==> src/hw/swcc_consts.vh <==
// Constants for the sleep, wake and clock control block: register offsets,
// field positions, reset values, state and cause codes, timing counts.
// Assumes inclusion by bare name from the design files under hw/.
//
// Behaviour
// - System clock is crystal or RC by configuration; crystal has a 10MHz range bit.
// - In RC mode, clock divided by 4 drives the shared pin only when selected.
// - Watchdog oscillator free-runs apart from the system clock, also during sleep.
// - A configuration bit can switch the watchdog oscillator off entirely.
// - Only the halt instruction puts the device to sleep.
// - Halt stops the system oscillator and freezes execution at the halt.
// - Memory, registers and port states are held unchanged during sleep.
// - Halt clears the watchdog; it runs on its oscillator, stops on system clock.
// - Halt sets the sleep-entered flag and clears the watchdog-expired flag (here a watchdog overflow in the halt cycle sets it instead).
// - Sleep ends on reset pin, port A falling edge, interrupt or watchdog overflow.
// - Reset pin wake gives full reset; watchdog wake gives watchdog reset.
// - Sleep-entered flag cleared by power-up or watchdog clear, set by halt.
// - Watchdog time-out sets expired flag; its wake resets only PC and stack.
// - Each port A pin is wake-enabled alone; its wake resumes after halt.
// - Disabled or stack-full interrupt wake resumes after halt, request stays pending.
// - Enabled interrupt with stack room wakes into the normal interrupt response.
// - An interrupt already requesting when sleep starts cannot wake the device.
// - Every wake waits 1024 system clock periods before running again.
// - Serviced interrupt routine starts one or more cycles after the delay.
// - Resume-after-halt runs the next instruction right when the delay ends.
// - Watchdog reset in sleep leaves both flags reading one.
`ifndef SWCC_CONSTS_VH
`define SWCC_CONSTS_VH

// ****************************************
// Register offsets
// ****************************************
`define SWCC_CFG_OFS       8'h00
`define SWCC_STATUS_OFS    8'h04
`define SWCC_WDTCNT_OFS    8'h08

// ****************************************
// Configuration fields
// ****************************************
`define SWCC_CFG_OSC_LSB   0
`define SWCC_CFG_OSC_MSB   1
`define SWCC_CFG_XTAL_HI   2
`define SWCC_CFG_WDT_EN    3
`define SWCC_CFG_WDTOSC_EN 4
`define SWCC_CFG_WDT_SYS   5
`define SWCC_CFG_PAWK_LSB  8
`define SWCC_CFG_RST       32'h0000_0018

`define SWCC_OSC_XTAL      2'h0
`define SWCC_OSC_RC_CLKOUT 2'h1
`define SWCC_OSC_RC_IO     2'h2

// ****************************************
// Status fields
// ****************************************
`define SWCC_ST_SLEEP      0
`define SWCC_ST_EXPIRED    1
`define SWCC_ST_STATE_LSB  2
`define SWCC_ST_CAUSE_LSB  4

// ****************************************
// States and wake causes
// ****************************************
`define SWCC_S_RUN         2'h0
`define SWCC_S_SLEEP       2'h1
`define SWCC_S_RESTART     2'h2
`define SWCC_S_IRQ_GAP     2'h3

`define SWCC_W_RESET       2'h0
`define SWCC_W_WDT         2'h1
`define SWCC_W_IRQ         2'h2
`define SWCC_W_PORTA       2'h3

// ****************************************
// Timing
// ****************************************
`define SWCC_RESTART_CYCLES 1024
`define SWCC_IRQ_GAP_CYCLES 1
`define SWCC_CLK_DIV        4

`endif

==> src/hw/swcc_sleep_ctrl.v <==
// Sleep, wake and system clock control with an AHB-Lite register slave.
// Assumes hclk is the always-on control clock; the core clock is gated by
// sysclk_run, and the core drives halt and clear pulses on hclk.
`timescale 1ns/1ps
`default_nettype none
`include "swcc_consts.vh"

module swcc_sleep_ctrl #(
  parameter PA_W    = 8,
  parameter IRQ_W   = 4,
  parameter WDT_W   = 15,
  parameter RESTART = `SWCC_RESTART_CYCLES
) (
  input  wire             hclk,
  input  wire             hresetn,
  input  wire             hsel,
  input  wire [31:0]      haddr,
  input  wire [1:0]       htrans,
  input  wire             hwrite,
  input  wire [2:0]       hsize,
  input  wire [31:0]      hwdata,
  input  wire             hready,
  output wire             hreadyout,
  output wire             hresp,
  output reg  [31:0]      hrdata,
  input  wire             halt_exec,
  input  wire             clr_wdt_exec,
  input  wire [IRQ_W-1:0] irq_req,
  input  wire [IRQ_W-1:0] irq_en,
  input  wire             stack_full,
  input  wire             rst_pin_n,
  input  wire [PA_W-1:0]  porta_pin,
  input  wire             wdt_osc_pin,
  output wire             sysclk_run,
  output wire             core_run,
  output reg              full_reset_pulse,
  output reg              pc_sp_reset_pulse,
  output reg              resume_next_pulse,
  output reg              irq_service_pulse,
  output reg  [IRQ_W-1:0] irq_wake_vec,
  output wire             wdt_osc_run,
  output reg              sleep_entered_flag,
  output reg              watchdog_expired_flag,
  output reg              clock_out_shared_pin_o,
  output reg              clock_out_shared_pin_oe
);

  localparam S_RUN     = `SWCC_S_RUN;
  localparam S_SLEEP   = `SWCC_S_SLEEP;
  localparam S_RESTART = `SWCC_S_RESTART;
  localparam S_IRQ_GAP = `SWCC_S_IRQ_GAP;
  localparam RW        = 11;

  // ****************************************
  // Register bus slave
  // ****************************************
  reg  [31:0] cfg_reg;
  reg         wr_pend_reg;
  reg  [7:0]  wr_addr_reg;
  wire        addr_phase = hsel & hready & htrans[1];

  function is_ofs;
    input [31:0] a;
    input [7:0]  ofs;
    begin
      is_ofs = (a[31:8] == 24'h00_0000) && (a[7:0] == ofs);
    end
  endfunction

  // Zero wait state, always OKAY
  assign hreadyout = 1'b1;
  assign hresp     = 1'b0;

  // ****************************************
  // Configuration decode
  // ****************************************
  wire [1:0]      osc_mode   = cfg_reg[`SWCC_CFG_OSC_MSB:`SWCC_CFG_OSC_LSB];
  wire            wdt_en     = cfg_reg[`SWCC_CFG_WDT_EN];
  wire            wdtosc_en  = cfg_reg[`SWCC_CFG_WDTOSC_EN];
  wire            wdt_sys    = cfg_reg[`SWCC_CFG_WDT_SYS];
  wire [PA_W-1:0] pa_wake_en = cfg_reg[`SWCC_CFG_PAWK_LSB +: PA_W];

  // ****************************************
  // Pin synchronisers
  // ****************************************
  wire [PA_W+1:0] pin_lvl;
  wire [PA_W+1:0] pin_fall;

  swcc_pin_sync #(
    .W (PA_W + 2)
  ) swcc_pin_sync_i (
    .hclk    (hclk),
    .hresetn (hresetn),
    .pin_in  ({rst_pin_n, wdt_osc_pin, porta_pin}),
    .level   (pin_lvl),
    .fall    (pin_fall)
  );

  wire rst_pin_act = ~pin_lvl[PA_W+1];
  wire wdt_osc_edge = pin_fall[PA_W];
  wire [PA_W-1:0] pa_fall = pin_fall[PA_W-1:0];

  // ****************************************
  // State and counters
  // ****************************************
  reg [1:0]       state_reg;
  reg [1:0]       state_next;
  reg [1:0]       cause_reg;
  reg [RW-1:0]    delay_reg;
  reg [1:0]       div_reg;
  reg [WDT_W-1:0] wdt_cnt_reg;
  reg [IRQ_W-1:0] irq_arm_reg;
  reg             rst_prev_reg;

  wire sleeping = (state_reg == S_SLEEP);

  assign sysclk_run = ~sleeping;
  assign core_run   = (state_reg == S_RUN);
  assign wdt_osc_run = wdtosc_en;

  wire halt_take = halt_exec & (state_reg == S_RUN);

  wire [IRQ_W-1:0] irq_wake = irq_req & irq_arm_reg;
  wire pa_wake = |(pa_fall & pa_wake_en);

  wire wdt_tick = wdt_sys ? (sysclk_run & (div_reg == 2'h3))
                          : (wdtosc_en & wdt_osc_edge);
  wire wdt_ovf  = wdt_en & wdt_tick & (&wdt_cnt_reg);
  wire rst_edge = rst_pin_act & ~rst_prev_reg;

  // ****************************************
  // Next state
  // ****************************************
  always @* begin
    state_next = state_reg;
    case (state_reg)
      S_RUN: begin
        if (halt_take) begin
          state_next = S_SLEEP;
        end
      end
      S_SLEEP: begin
        if (rst_pin_act | wdt_ovf | (|irq_wake) | pa_wake) begin
          state_next = S_RESTART;
        end
      end
      S_RESTART: begin
        if (delay_reg == RESTART[RW-1:0] - 1'b1) begin
          if ((cause_reg == `SWCC_W_IRQ) && !stack_full &&
              (|(irq_wake_vec & irq_en))) begin
            state_next = S_IRQ_GAP;
          end else begin
            state_next = S_RUN;
          end
        end
      end
      S_IRQ_GAP: begin
        state_next = S_RUN;
      end
      default: begin
        state_next = S_RUN;
      end
    endcase
  end

  // ****************************************
  // Sequencer
  // ****************************************
  always @(posedge hclk or negedge hresetn) begin
    if (!hresetn) begin
      state_reg         <= S_RUN;
      cause_reg         <= `SWCC_W_RESET;
      delay_reg         <= {RW{1'b0}};
      irq_arm_reg       <= {IRQ_W{1'b0}};
      irq_wake_vec      <= {IRQ_W{1'b0}};
      full_reset_pulse  <= 1'b0;
      pc_sp_reset_pulse <= 1'b0;
      resume_next_pulse <= 1'b0;
      irq_service_pulse <= 1'b0;
      rst_prev_reg      <= 1'b0;
    end else begin
      state_reg         <= state_next;
      rst_prev_reg      <= rst_pin_act;
      full_reset_pulse  <= 1'b0;
      pc_sp_reset_pulse <= 1'b0;
      resume_next_pulse <= 1'b0;
      irq_service_pulse <= 1'b0;
      if (halt_take) begin
        irq_arm_reg <= ~irq_req;
      end
      // Reset pin while running resets the core at once
      if (core_run && rst_edge) begin
        full_reset_pulse <= 1'b1;
      end
      if (sleeping && state_next == S_RESTART) begin
        delay_reg <= {RW{1'b0}};
        irq_wake_vec <= irq_wake;
        if (rst_pin_act) begin
          cause_reg <= `SWCC_W_RESET;
        end else if (wdt_ovf) begin
          cause_reg <= `SWCC_W_WDT;
        end else if (|irq_wake) begin
          cause_reg <= `SWCC_W_IRQ;
        end else begin
          cause_reg <= `SWCC_W_PORTA;
        end
      end
      if (state_reg == S_RESTART) begin
        delay_reg <= delay_reg + 1'b1;
        if (state_next == S_RUN) begin
          case (cause_reg)
            `SWCC_W_RESET: full_reset_pulse <= 1'b1;
            `SWCC_W_WDT: pc_sp_reset_pulse <= 1'b1;
            default: resume_next_pulse <= 1'b1;
          endcase
        end
      end
      if (state_reg == S_IRQ_GAP) begin
        irq_service_pulse <= 1'b1;
      end
    end
  end

  // ****************************************
  // Watchdog counter and flags
  // ****************************************
  always @(posedge hclk or negedge hresetn) begin
    if (!hresetn) begin
      wdt_cnt_reg           <= {WDT_W{1'b0}};
      sleep_entered_flag    <= 1'b0;
      watchdog_expired_flag <= 1'b0;
    end else begin
      if (halt_take || clr_wdt_exec || rst_pin_act || !wdt_en) begin
        wdt_cnt_reg <= {WDT_W{1'b0}};
      end else if (wdt_tick) begin
        wdt_cnt_reg <= wdt_cnt_reg + 1'b1;
      end
      if (clr_wdt_exec && core_run) begin
        sleep_entered_flag <= 1'b0;
      end
      if (halt_take) begin
        sleep_entered_flag    <= 1'b1;
        watchdog_expired_flag <= 1'b0;
      end
      if (wdt_ovf) begin
        watchdog_expired_flag <= 1'b1;
      end
    end
  end

  // ****************************************
  // Clock divider and shared pin
  // ****************************************
  always @(posedge hclk or negedge hresetn) begin
    if (!hresetn) begin
      div_reg                 <= 2'h0;
      clock_out_shared_pin_o  <= 1'b0;
      clock_out_shared_pin_oe <= 1'b0;
    end else begin
      if (sysclk_run) begin
        div_reg <= div_reg + 1'b1;
      end
      clock_out_shared_pin_o  <= div_reg[1];
      clock_out_shared_pin_oe <= (osc_mode == `SWCC_OSC_RC_CLKOUT);
    end
  end

  // ****************************************
  // Register access
  // ****************************************
  always @(posedge hclk or negedge hresetn) begin
    if (!hresetn) begin
      cfg_reg     <= `SWCC_CFG_RST;
      wr_pend_reg <= 1'b0;
      wr_addr_reg <= 8'h00;
      hrdata      <= 32'h0000_0000;
    end else begin
      // Full decode, so writes outside the map cannot alias onto the config word
      wr_pend_reg <= addr_phase & hwrite & is_ofs(haddr, `SWCC_CFG_OFS);
      if (addr_phase) begin
        wr_addr_reg <= haddr[7:0];
      end
      if (wr_pend_reg && wr_addr_reg == `SWCC_CFG_OFS) begin
        cfg_reg <= hwdata;
      end
      if (addr_phase && !hwrite) begin
        if (is_ofs(haddr, `SWCC_CFG_OFS)) begin
          hrdata <= cfg_reg;
        end else if (is_ofs(haddr, `SWCC_STATUS_OFS)) begin
          hrdata <= {26'h000_0000, cause_reg, state_reg,
                     watchdog_expired_flag, sleep_entered_flag};
        end else if (is_ofs(haddr, `SWCC_WDTCNT_OFS)) begin
          hrdata <= {{(32-WDT_W){1'b0}}, wdt_cnt_reg};
        end else begin
          hrdata <= 32'h0000_0000;
        end
      end
    end
  end

endmodule // swcc_sleep_ctrl

`default_nettype wire

==> src/hw/swcc_pin_sync.v <==
// Two-flop synchronisers with falling-edge and level outputs for pins.
// Assumes pins are asynchronous to hclk; hclk keeps running in sleep.
`timescale 1ns/1ps
`default_nettype none

module swcc_pin_sync #(
  parameter W = 10
) (
  input  wire         hclk,
  input  wire         hresetn,
  input  wire [W-1:0] pin_in,
  output wire [W-1:0] level,
  output wire [W-1:0] fall
);

  genvar i;
  generate
    for (i = 0; i < W; i = i + 1) begin : g_bit
      // One driver per register: each bit keeps its own flops
      reg meta_reg;
      reg sync_reg;
      reg prev_reg;
      always @(posedge hclk or negedge hresetn) begin
        if (!hresetn) begin
          meta_reg <= 1'b1;
          sync_reg <= 1'b1;
          prev_reg <= 1'b1;
        end else begin
          meta_reg <= pin_in[i];
          sync_reg <= meta_reg;
          prev_reg <= sync_reg;
        end
      end
      assign level[i] = sync_reg;
      assign fall[i]  = prev_reg & ~sync_reg;
    end
  endgenerate

endmodule // swcc_pin_sync

`default_nettype wire

==> config.mk <==
export PLATFORM = sky130hd
export DESIGN_NAME = swcc_sleep_ctrl
export DESIGN_NICKNAME = d
export VERILOG_FILES = /design/src/hw/swcc_sleep_ctrl.v /design/src/hw/swcc_pin_sync.v
export VERILOG_INCLUDE_DIRS = /design/src /design/src/hw
export SDC_FILE = /design/constraint.sdc
export NUM_CORES = 1
export LEC_CHECK = 0
export ABC_CLOCK_PERIOD_IN_PS = 2300
export BUFFER_PORTS_ARGS = -buffer_cell sky130_fd_sc_hd__buf_2
export CELL_PAD_IN_SITES_DETAIL_PLACEMENT = 1
export CELL_PAD_IN_SITES_GLOBAL_PLACEMENT = 2
export CORE_ASPECT_RATIO = 1.1
export CORE_UTILIZATION = 35
export CTS_CLUSTER_SIZE = 10
export DETAILED_ROUTE_END_ITERATION = 10
export MAX_ROUTING_LAYER = met4
export PLACE_DENSITY = 0.9
export SLEW_MARGIN = 40
export SYNTH_ARGS = -nofsm -noshare
export SYNTH_HDL_FRONTEND = slang
export SYNTH_HIERARCHICAL = 1
export SYNTH_SLANG_ARGS = --single-unit
==> constraint.sdc <==
create_clock -name hclk -period 2.3 [get_ports hclk]
set_input_delay 0.46 -clock hclk [delete_from_list [all_inputs] [get_ports hclk]]
set_output_delay 0.46 -clock hclk [all_outputs]
set_load 0.01 [all_outputs]
==> flow_metrics.tcl, run 1 <==
set metrics [dict create \
    setup_viol 0 \
    viasPerCell 4.92 \
    placed_area_sq_mm 0.00726 \
    grtUsageTotal 0.187 \
    slew_headroom 0.632 \
    fin_crit_sh 0.891 \
    timing.fmax_mhz 488 \
    vias 4396 \
    crit_required_ns 2.64 \
    status "finished, final reports clean" \
    layout_commonest_cell "buf_2" \
    netlist_area_sq_mm 0.00623 \
    ir_drop_v 0.000554 \
    diodes 0 \
    grt_pass1_wl_mm 25.0 \
    maxCapViolCount 0 \
    critical_path_class "flop to flop" \
    wirelength_mm 15.7 \
    drive_above_1_share 0.431 \
    cts_setup_buffers 0 \
    final_area_sq_mm 0.00785 \
    placedCellCount 860 \
    gr-total-overflow 0 \
    gp_congestion 0.822 \
    critPathLaunchType "flop" \
    io_pins 144 \
    rsz0062_at_grt "no" \
    drv_slew 0 \
    core_region_area_sq_mm 0.0172 \
    syn-num-nets 591 \
    port_buffers 137 \
    clock_latency_ns 0.43 \
    leakagePower_nw 3.67 \
    cp_data_arrival_time_ns 2.39 \
    grt_max_degree 53 \
    powerDensity_mw_per_mm2 886 \
    dieArea_sq_mm 0.0183 \
    cts.sinks 151 \
    setup_tns_ns 0 \
    finalClockSkew_ns 0.00622 \
    ys_warn_count 6 \
    drt_pass1_iterations 4 \
    cts_buffers 17 \
    hold_violations 0 \
    antenna_left 0 \
    crit_fanout 15 \
    rows 50 \
    clk_transition_reported_paths_ns 0.07 \
    htree_levels 4 \
    hpwl_mm 11.6 \
    cp-end-kind "flop" \
    drc 0 \
    fp.dieW_um 129 \
    hold_class "primary input to flop" \
    layout_common_cells "136 x buf_2, 120 x dfrtp_1, 44 x nand2_1" \
    wl_per_cell_um 17.6 \
    cts_tree "yes" \
    fin_crit_ns 2.05 \
    cts.path.max_buffers 2 \
    timing.hold.ws_ns 0.118 \
    synthToLayoutAreaGrowth_pct 26.0 \
    drt_iter0_markers 120 \
    netlist_instances 493 \
    worst_pin_slew_ns 0.552 \
    cts_root_buf "clkbuf_16" \
    grt_pass1_vias 4915 \
    final_cells 893 \
    avgSynthCellArea_sq_um 12.6 \
    final_util 0.456 \
    layout.nets 744 \
    antenna_found_initial 0 \
    start_util 0.362 \
    chipHeight_um 142 \
]
-- metrics by stage --
step           worst slack, ns  total power [W]
3_5_place_dp            0.0477          0.00430
6_report                 0.250          0.00695
5_1_grt                  0.115          0.00727
2_1_floorplan            0.423          0.00381
4_1_cts                  0.223          0.00704
3_3_place_gp            0.0900          0.00421
-- area by class of cell --
type,instances,area (sq um)
clock buffer,18,450
fill,1846,9360
sequential,151,3820
tap,234,293
clock inverter,14,126
multi-input combinational,310,2260
timing repair buffer,157,870
inverter,9,33.8
-- critical path: stages, from the launching register on --
cell	delay, ns
dfrtp_1	0.45
nand4_1	0.16
nor3_1	0.32
nand4_2	0.24
a21oi_4	0.51
mux2i_1	0.28
-- power by group --
part | switching [W] | internal [W] | leakage [nW]
Clock | 0.00122 | 0.00149 | 0.291
Sequential | 0.000197 | 0.00294 | 1.88
Combinational | 0.000606 | 0.000497 | 1.50
-- per-layer routing --
layer / track usage / vias up / routed length [um] / part of all wire
li1: - / 2045 / - / -
met1: 0.211 / 2219 / 6430 / 0.41
met2: 0.316 / 105 / 8260 / 0.53
met3: 0.0370 / 27 / 603 / 0.038
met4: 0.0941 / 0 / 392 / 0.025
met5: - / - / 0 / 0
-- worst paths after layout --
| path | to | depth (start not counted) | slack, ns | start |
|---|---|---|---|---|
| hold / removal | swcc_pin_sync_i/g_bit[6].meta_reg$_DFF_PN1_ | 1 | 0.12 | porta_pin[6] |
| setup reg to reg | irq_wake_vec[1]$_DFFE_PN0P_ | 5 | 0.25 | wdt_cnt_reg[6]$_DFFE_PN0P_ |
| hold reg to reg | swcc_pin_sync_i/g_bit[5].sync_reg$_DFF_PN1_ | 0 | 0.36 | swcc_pin_sync_i/g_bit[5].meta_reg$_DFF_PN1_ |
| min in group asynchronous | cfg_reg[9]$_DFFE_PN0P_ | 2 | 0.54 | hresetn |
| setup / recovery | irq_wake_vec[1]$_DFFE_PN0P_ | 5 | 0.25 | wdt_cnt_reg[6]$_DFFE_PN0P_ |
| max in group asynchronous | swcc_pin_sync_i/g_bit[9].sync_reg$_DFF_PN1_ | 3 | 1.06 | hresetn |
-- timing repair --
| action | CTS | global route |
|---|---|---|
| hold endpoints to repair | 24 | 0 |
| hold buffers | 1 | 0 |
| gates resized for setup | 0 | 0 |
Note: power is estimated with default switching activity, not from simulation.
==> inputs of run 2 (changes only) <==
--- a/config.mk
+++ b/config.mk
@@ -15,9 +15,8 @@
 export CTS_CLUSTER_SIZE = 10
 export DETAILED_ROUTE_END_ITERATION = 10
 export MAX_ROUTING_LAYER = met4
-export PLACE_DENSITY = 0.9
+export PLACE_DENSITY = 0.92
 export SLEW_MARGIN = 40
 export SYNTH_ARGS = -nofsm -noshare
 export SYNTH_HDL_FRONTEND = slang
-export SYNTH_HIERARCHICAL = 1
 export SYNTH_SLANG_ARGS = --single-unit
==> flow_metrics.tcl, run 2 <==
set metrics [dict create \
    grt_max_degree 62 \
    critical-path-top-delay-family "compound AO/OA/AOI/OAI gates" \
    start_util 0.357 \
    seq_area_sq_mm 0.00382 \
    ir_drop_v 0.000467 \
    clk_transition_reported_paths_ns 0.07 \
    antenna_left 0 \
    layout.nets 799 \
    setup_viol 0 \
    ys_warn_count 0 \
    drc 0 \
    syn-num-nets 644 \
    final_area_sq_mm 0.00798 \
    cts_root_buf "clkbuf_16" \
    netlist_area_sq_mm 0.00628 \
    port_buffers 137 \
    diodes 0 \
    clock_latency_ns 0.42 \
    r2r-start "wdt_cnt_reg[7]$_DFFE_PN0P_" \
    avgSynthCellArea_sq_um 11.5 \
    io_pins 144 \
    critPathSlowestCell "a31oi_4" \
    fp.dieW_um 130 \
    yosysUniqueCellTypes 52 \
    synthTopCellsByCount "120 x dfrtp_1, 74 x nand2_1, 40 x mux2_2" \
    cp_data_arrival_time_ns 2.49 \
    cp-end-kind "flop" \
    synth_edf_count 0 \
    core_region_area_sq_mm 0.0176 \
    fin_crit_sh 0.948 \
    ys_seq_area_frac 0.608 \
    viasPerCell 5.04 \
    drt_pass1_iterations 4 \
    hold_class "primary input to asynchronous set/reset pin" \
    cts_buffers 17 \
    powerDensity_mw_per_mm2 886 \
    drive_above_1_share 0.392 \
    maxCapViolCount 0 \
    yosysTopAreaCell "dfrtp_1" \
    timing.fmax_mhz 458 \
    finalClockSkew_ns 0.00932 \
    setup_tns_ns 0 \
    drt_iter0_markers 159 \
    r2r_cells 7 \
    ys_async_sr_fraction 1.00 \
    grt_pass1_vias 5201 \
    synthToLayoutAreaGrowth_pct 27.1 \
    grtUsageTotal 0.198 \
    htree_levels 4 \
    rrSetupSlack_ns 0.12 \
    grt_pass1_wl_mm 27.1 \
    rsz0062_at_grt "no" \
    hpwl_mm 12.2 \
    timing.rr.end "irq_wake_vec[1]$_DFFE_PN0P_" \
    path_cells "nand4_1, nor3_1, buf_4, a31oi_4, a31oi_4, buf_4, o21ai_1" \
    worst_pin_slew_ns 0.643 \
    crit_fanout 13 \
    chipHeight_um 143 \
    hold_violations 0 \
    antenna_found_initial 0 \
    netlist_instances 546 \
    wirelength_mm 16.7 \
    synth-seq-cells 151 \
    synth_flop_cell "dfrtp_1" \
    p_total_w 0.00707 \
    cts_resized 0 \
    wl_per_cell_um 17.6 \
    status "finished, final reports clean" \
    cts.path.max_buffers 2 \
    rows 51 \
    layout_common_cells "136 x buf_2, 120 x dfrtp_1, 74 x nand2_1" \
    gr-total-overflow 0 \
    fill_cells 1979 \
    multi_input_area_sq_mm 0.00231 \
    yosysTopAreaCellShare 0.478 \
    slew_headroom 0.569 \
    path_buf_inv 2 \
    critical_path_class "flop to flop" \
    crit_required_ns 2.60 \
    cts_setup_buffers 0 \
    leakagePower_nw 3.70 \
    layout_commonest_cell "buf_2" \
    slowest_delay_ns 0.46 \
    dieArea_sq_mm 0.0185 \
    vias 4798 \
    critPathLaunchType "flop" \
    post-place-ws_ns 0.137 \
    cts_tree "yes" \
    final_util 0.453 \
    gp_congestion 0.849 \
    cts.sinks 151 \
    placed_area_sq_mm 0.00738 \
    synth.area.top_cells "dfrtp_1 48%, dfstp_2 13%, mux2_2 7.2%, nand2_1 4.4%, nand3_1 3.0%" \
    setup_ws_ns 0.119 \
    fin_crit_ns 2.18 \
    yosysMostFrequentCell "dfrtp_1" \
    drv_slew 0 \
]
## run 2: stage by stage
stage / instances / hold slack (ns)
after floorplan: 546 / 0.164
after global placement: 920 / 0.346
after detailed placement: 920 / 0.348
after CTS: 952 / 0.0257
after global routing: 952 / 0.0594
final: 952 / 0.0106
## run 2: area by class of cell
| cell class | count | share of cell area |
|---|---|---|
| clock buffer | 17 | 0.0533 |
| clock inverter | 15 | 0.0221 |
| inverter | 10 | 0.00502 |
| multi-input combinational | 360 | 0.290 |
| sequential | 151 | 0.478 |
| tap | 238 | 0.0373 |
| timing repair buffer | 161 | 0.114 |
## run 2: worst max-delay path by stage
stage / start / to / slack (ns) / cells past startpoint
final: wdt_cnt_reg[7]$_DFFE_PN0P_ / irq_wake_vec[1]$_DFFE_PN0P_ / 0.12 / 7
after detailed placement: wdt_cnt_reg[7]$_DFFE_PN0P_ / irq_wake_vec[3]$_DFFE_PN0P_ / 0.14 / 7
after CTS: wdt_cnt_reg[7]$_DFFE_PN0P_ / irq_wake_vec[3]$_DFFE_PN0P_ / 0.08 / 7
after global placement: wdt_cnt_reg[7]$_DFFE_PN0P_ / irq_wake_vec[1]$_DFFE_PN0P_ / 0.19 / 7
after floorplan: swcc_pin_sync_i.g_bit[1].sync_reg$_DFF_PN1_ / delay_reg[8]$_DFFE_PN0P_ / 0.41 / 6
after global routing: wdt_cnt_reg[7]$_DFFE_PN0P_ / irq_wake_vec[1]$_DFFE_PN0P_ / 0.02 / 7
## run 2: repair_timing
item,in CTS,in global routing
endpoints found under the hold margin,0,0
hold buffers,0,0
setup endpoints to repair,0,2
## run 2: power breakdown
part	internal, W	switching (W)
clock	0.00147	0.00131
combinational	0.000485	0.000680
sequential	0.00293	0.000191
total	0.00488	0.00218
## run 2: layer usage
metal / track usage / vias up / routed length (um)
met2: 0.334 / 129 / 8520
met1: 0.236 / 2414 / 7130
met4: 0.0630 / 0 / 233
li1: - / 2237 / -
met3: 0.0425 / 18 / 844
met5: - / - / 0
## run 2: kinds of logic (layout without fill, tap and decap cells)
logic type | Yosys count | after routing | share of synthesized area
and+or+nand+nor | 221 | 221 | 0.178
DFF | 151 | 151 | 0.608
AOI/OAI and AO/OA | 74 | 74 | 0.0807
muxes | 50 | 50 | 0.0876
buffers and inverters | 35 | 203 | 0.0243
xor gates and xnor gates | 10 | 10 | 0.0139
adders and majority gates | 3 | 3 | 0.00598
other | 2 | 2 | 0.00120
==> inputs of run 3 (changes only) <==
--- a/config.mk
+++ b/config.mk
@@ -11,11 +11,12 @@
 export CELL_PAD_IN_SITES_DETAIL_PLACEMENT = 1
 export CELL_PAD_IN_SITES_GLOBAL_PLACEMENT = 2
 export CORE_ASPECT_RATIO = 1.1
-export CORE_UTILIZATION = 35
+export CORE_UTILIZATION = 32
 export CTS_CLUSTER_SIZE = 10
 export DETAILED_ROUTE_END_ITERATION = 10
+export HOLD_SLACK_MARGIN = 0.08
 export MAX_ROUTING_LAYER = met4
-export PLACE_DENSITY = 0.92
+export PLACE_DENSITY = 0.86
 export SLEW_MARGIN = 40
 export SYNTH_ARGS = -nofsm -noshare
 export SYNTH_HDL_FRONTEND = slang
==> flow_metrics.tcl, run 3 (synthesis results as in run 2) <==
set metrics [dict create \
    dieArea_sq_mm 0.0202 \
    crit_required_ns 2.62 \
    layout_commonest_cell "buf_2" \
    htree_levels 4 \
    viasPerCell 5.04 \
    chipHeight_um 149 \
    cp-end-kind "flop" \
    vias 4839 \
    drt_iter0_markers 136 \
    layout.nets 799 \
    critPathLaunchType "flop" \
    ir_drop_v 0.000505 \
    maxCapViolCount 0 \
    finalClockSkew_ns 0.0163 \
    grt_pass1_wl_mm 27.9 \
    clock_latency_ns 0.43 \
    port_buffers 137 \
    cts_buffers 17 \
    rsz0062_at_grt "no" \
    antenna_found_initial 0 \
    synthToLayoutAreaGrowth_pct 27.4 \
    setup_viol 0 \
    leakagePower_nw 3.70 \
    layout_common_cells "136 x buf_2, 120 x dfrtp_1, 74 x nand2_1" \
    start_util 0.328 \
    worst_pin_slew_ns 0.724 \
    hold_class "primary input to flop" \
    gr-total-overflow 0 \
    status "finished, final reports clean" \
    cp_data_arrival_time_ns 2.35 \
    cts.sinks 151 \
    diodes 0 \
    core_region_area_sq_mm 0.0192 \
    setup_tns_ns 0 \
    io_pins 144 \
    drive_above_1_share 0.391 \
    drv_slew 0 \
    fin_crit_ns 2.03 \
    grt_pass1_vias 5391 \
    rows 53 \
    cts_root_buf "clkbuf_16" \
    gp_congestion 0.836 \
    crit_fanout 13 \
    critical_path_class "flop to flop" \
    hold_violations 0 \
    slew_headroom 0.515 \
    timing.hold.ws_ns 0.122 \
    cts.path.max_buffers 2 \
    antenna_left 0 \
    clk_transition_reported_paths_ns 0.07 \
    fin_crit_sh 0.883 \
    wirelength_mm 16.7 \
    placedCellCount 927 \
    timing.fmax_mhz 493 \
    wl_per_cell_um 17.4 \
    grtUsageTotal 0.186 \
    drc 0 \
    fp.dieW_um 136 \
    hpwl_mm 12.1 \
    grt_max_degree 46 \
    cts_tree "yes" \
    p_total_w 0.00707 \
    drt_pass1_iterations 4 \
    final_cells 961 \
    powerDensity_mw_per_mm2 883 \
]
[run 3: final timing paths]
kind | start | to | slack, ns | depth (start not counted)
max | swcc_pin_sync_i.g_bit[1].sync_reg$_DFF_PN1_ | delay_reg[3]$_DFFE_PN0P_ | 0.27 | 7
min | porta_pin[1] | swcc_pin_sync_i.g_bit[1].meta_reg$_DFF_PN1_ | 0.12 | 1
max reg2reg | swcc_pin_sync_i.g_bit[1].sync_reg$_DFF_PN1_ | delay_reg[3]$_DFFE_PN0P_ | 0.27 | 7
min reg2reg | swcc_pin_sync_i.g_bit[2].meta_reg$_DFF_PN1_ | swcc_pin_sync_i.g_bit[2].sync_reg$_DFF_PN1_ | 0.36 | 0
max in group asynchronous | hresetn | swcc_pin_sync_i.g_bit[0].prev_reg$_DFF_PN1_ | 1.10 | 3
min in group asynchronous | hresetn | resume_next_pulse$_DFF_PN0_ | 0.54 | 2
[run 3: area by class of cell]
type                       count  area (sq um)
inverter                      10          40.0
fill                        2116         11200
clock buffer                  17           425
tap                          247           309
timing repair buffer         161           925
multi-input combinational    360          2310
sequential                   151          3820
clock inverter                15           171
[run 3: timing repair]
| action | 4_1_cts | 5_1_grt |
|---|---|---|
| setup endpoints to repair | 0 | 15 |
| setup buffers | 0 | 1 |
| hold endpoints to repair | 33 | 0 |
| hold buffers | 1 | 0 |
| gates resized for setup | 0 | 0 |
[run 3: through the flow]
stage | instance area [sq um] | util | worst slack, ns
floorplan | 6280 | - | 0.405
global placement | 7370 | 0.385 | 0.220
detailed placement | 7370 | 0.385 | 0.147
CTS | 7980 | 0.416 | 0.105
global route | 8000 | 0.418 | 0.145
finish | 8000 | 0.418 | 0.270
[run 3: critical path: stages, from the launching register on]
cell,delay [ns]
dfstp_2,0.53
nand3b_1,0.10
nand2_1,0.07
nor4_1,0.42
buf_4,0.23
a31oi_4,0.13
buf_12,0.18
nor4_1,0.25
[run 3: where the power goes]
part	switching (W)	internal, W	leakage [nW]
sequential	0.000215	0.00293	1.88
clock	0.00130	0.00147	0.294
combinational	0.000662	0.000503	1.53
total	0.00217	0.00490	3.70
[run 3: routing by layer]
layer,vias to the layer above,share of wire,GRT usage
met1,2448,0.44,0.222
met4,0,0.019,0.0674
li1,2241,-,-
met5,-,0,-
met3,25,0.051,0.0455
met2,125,0.49,0.303
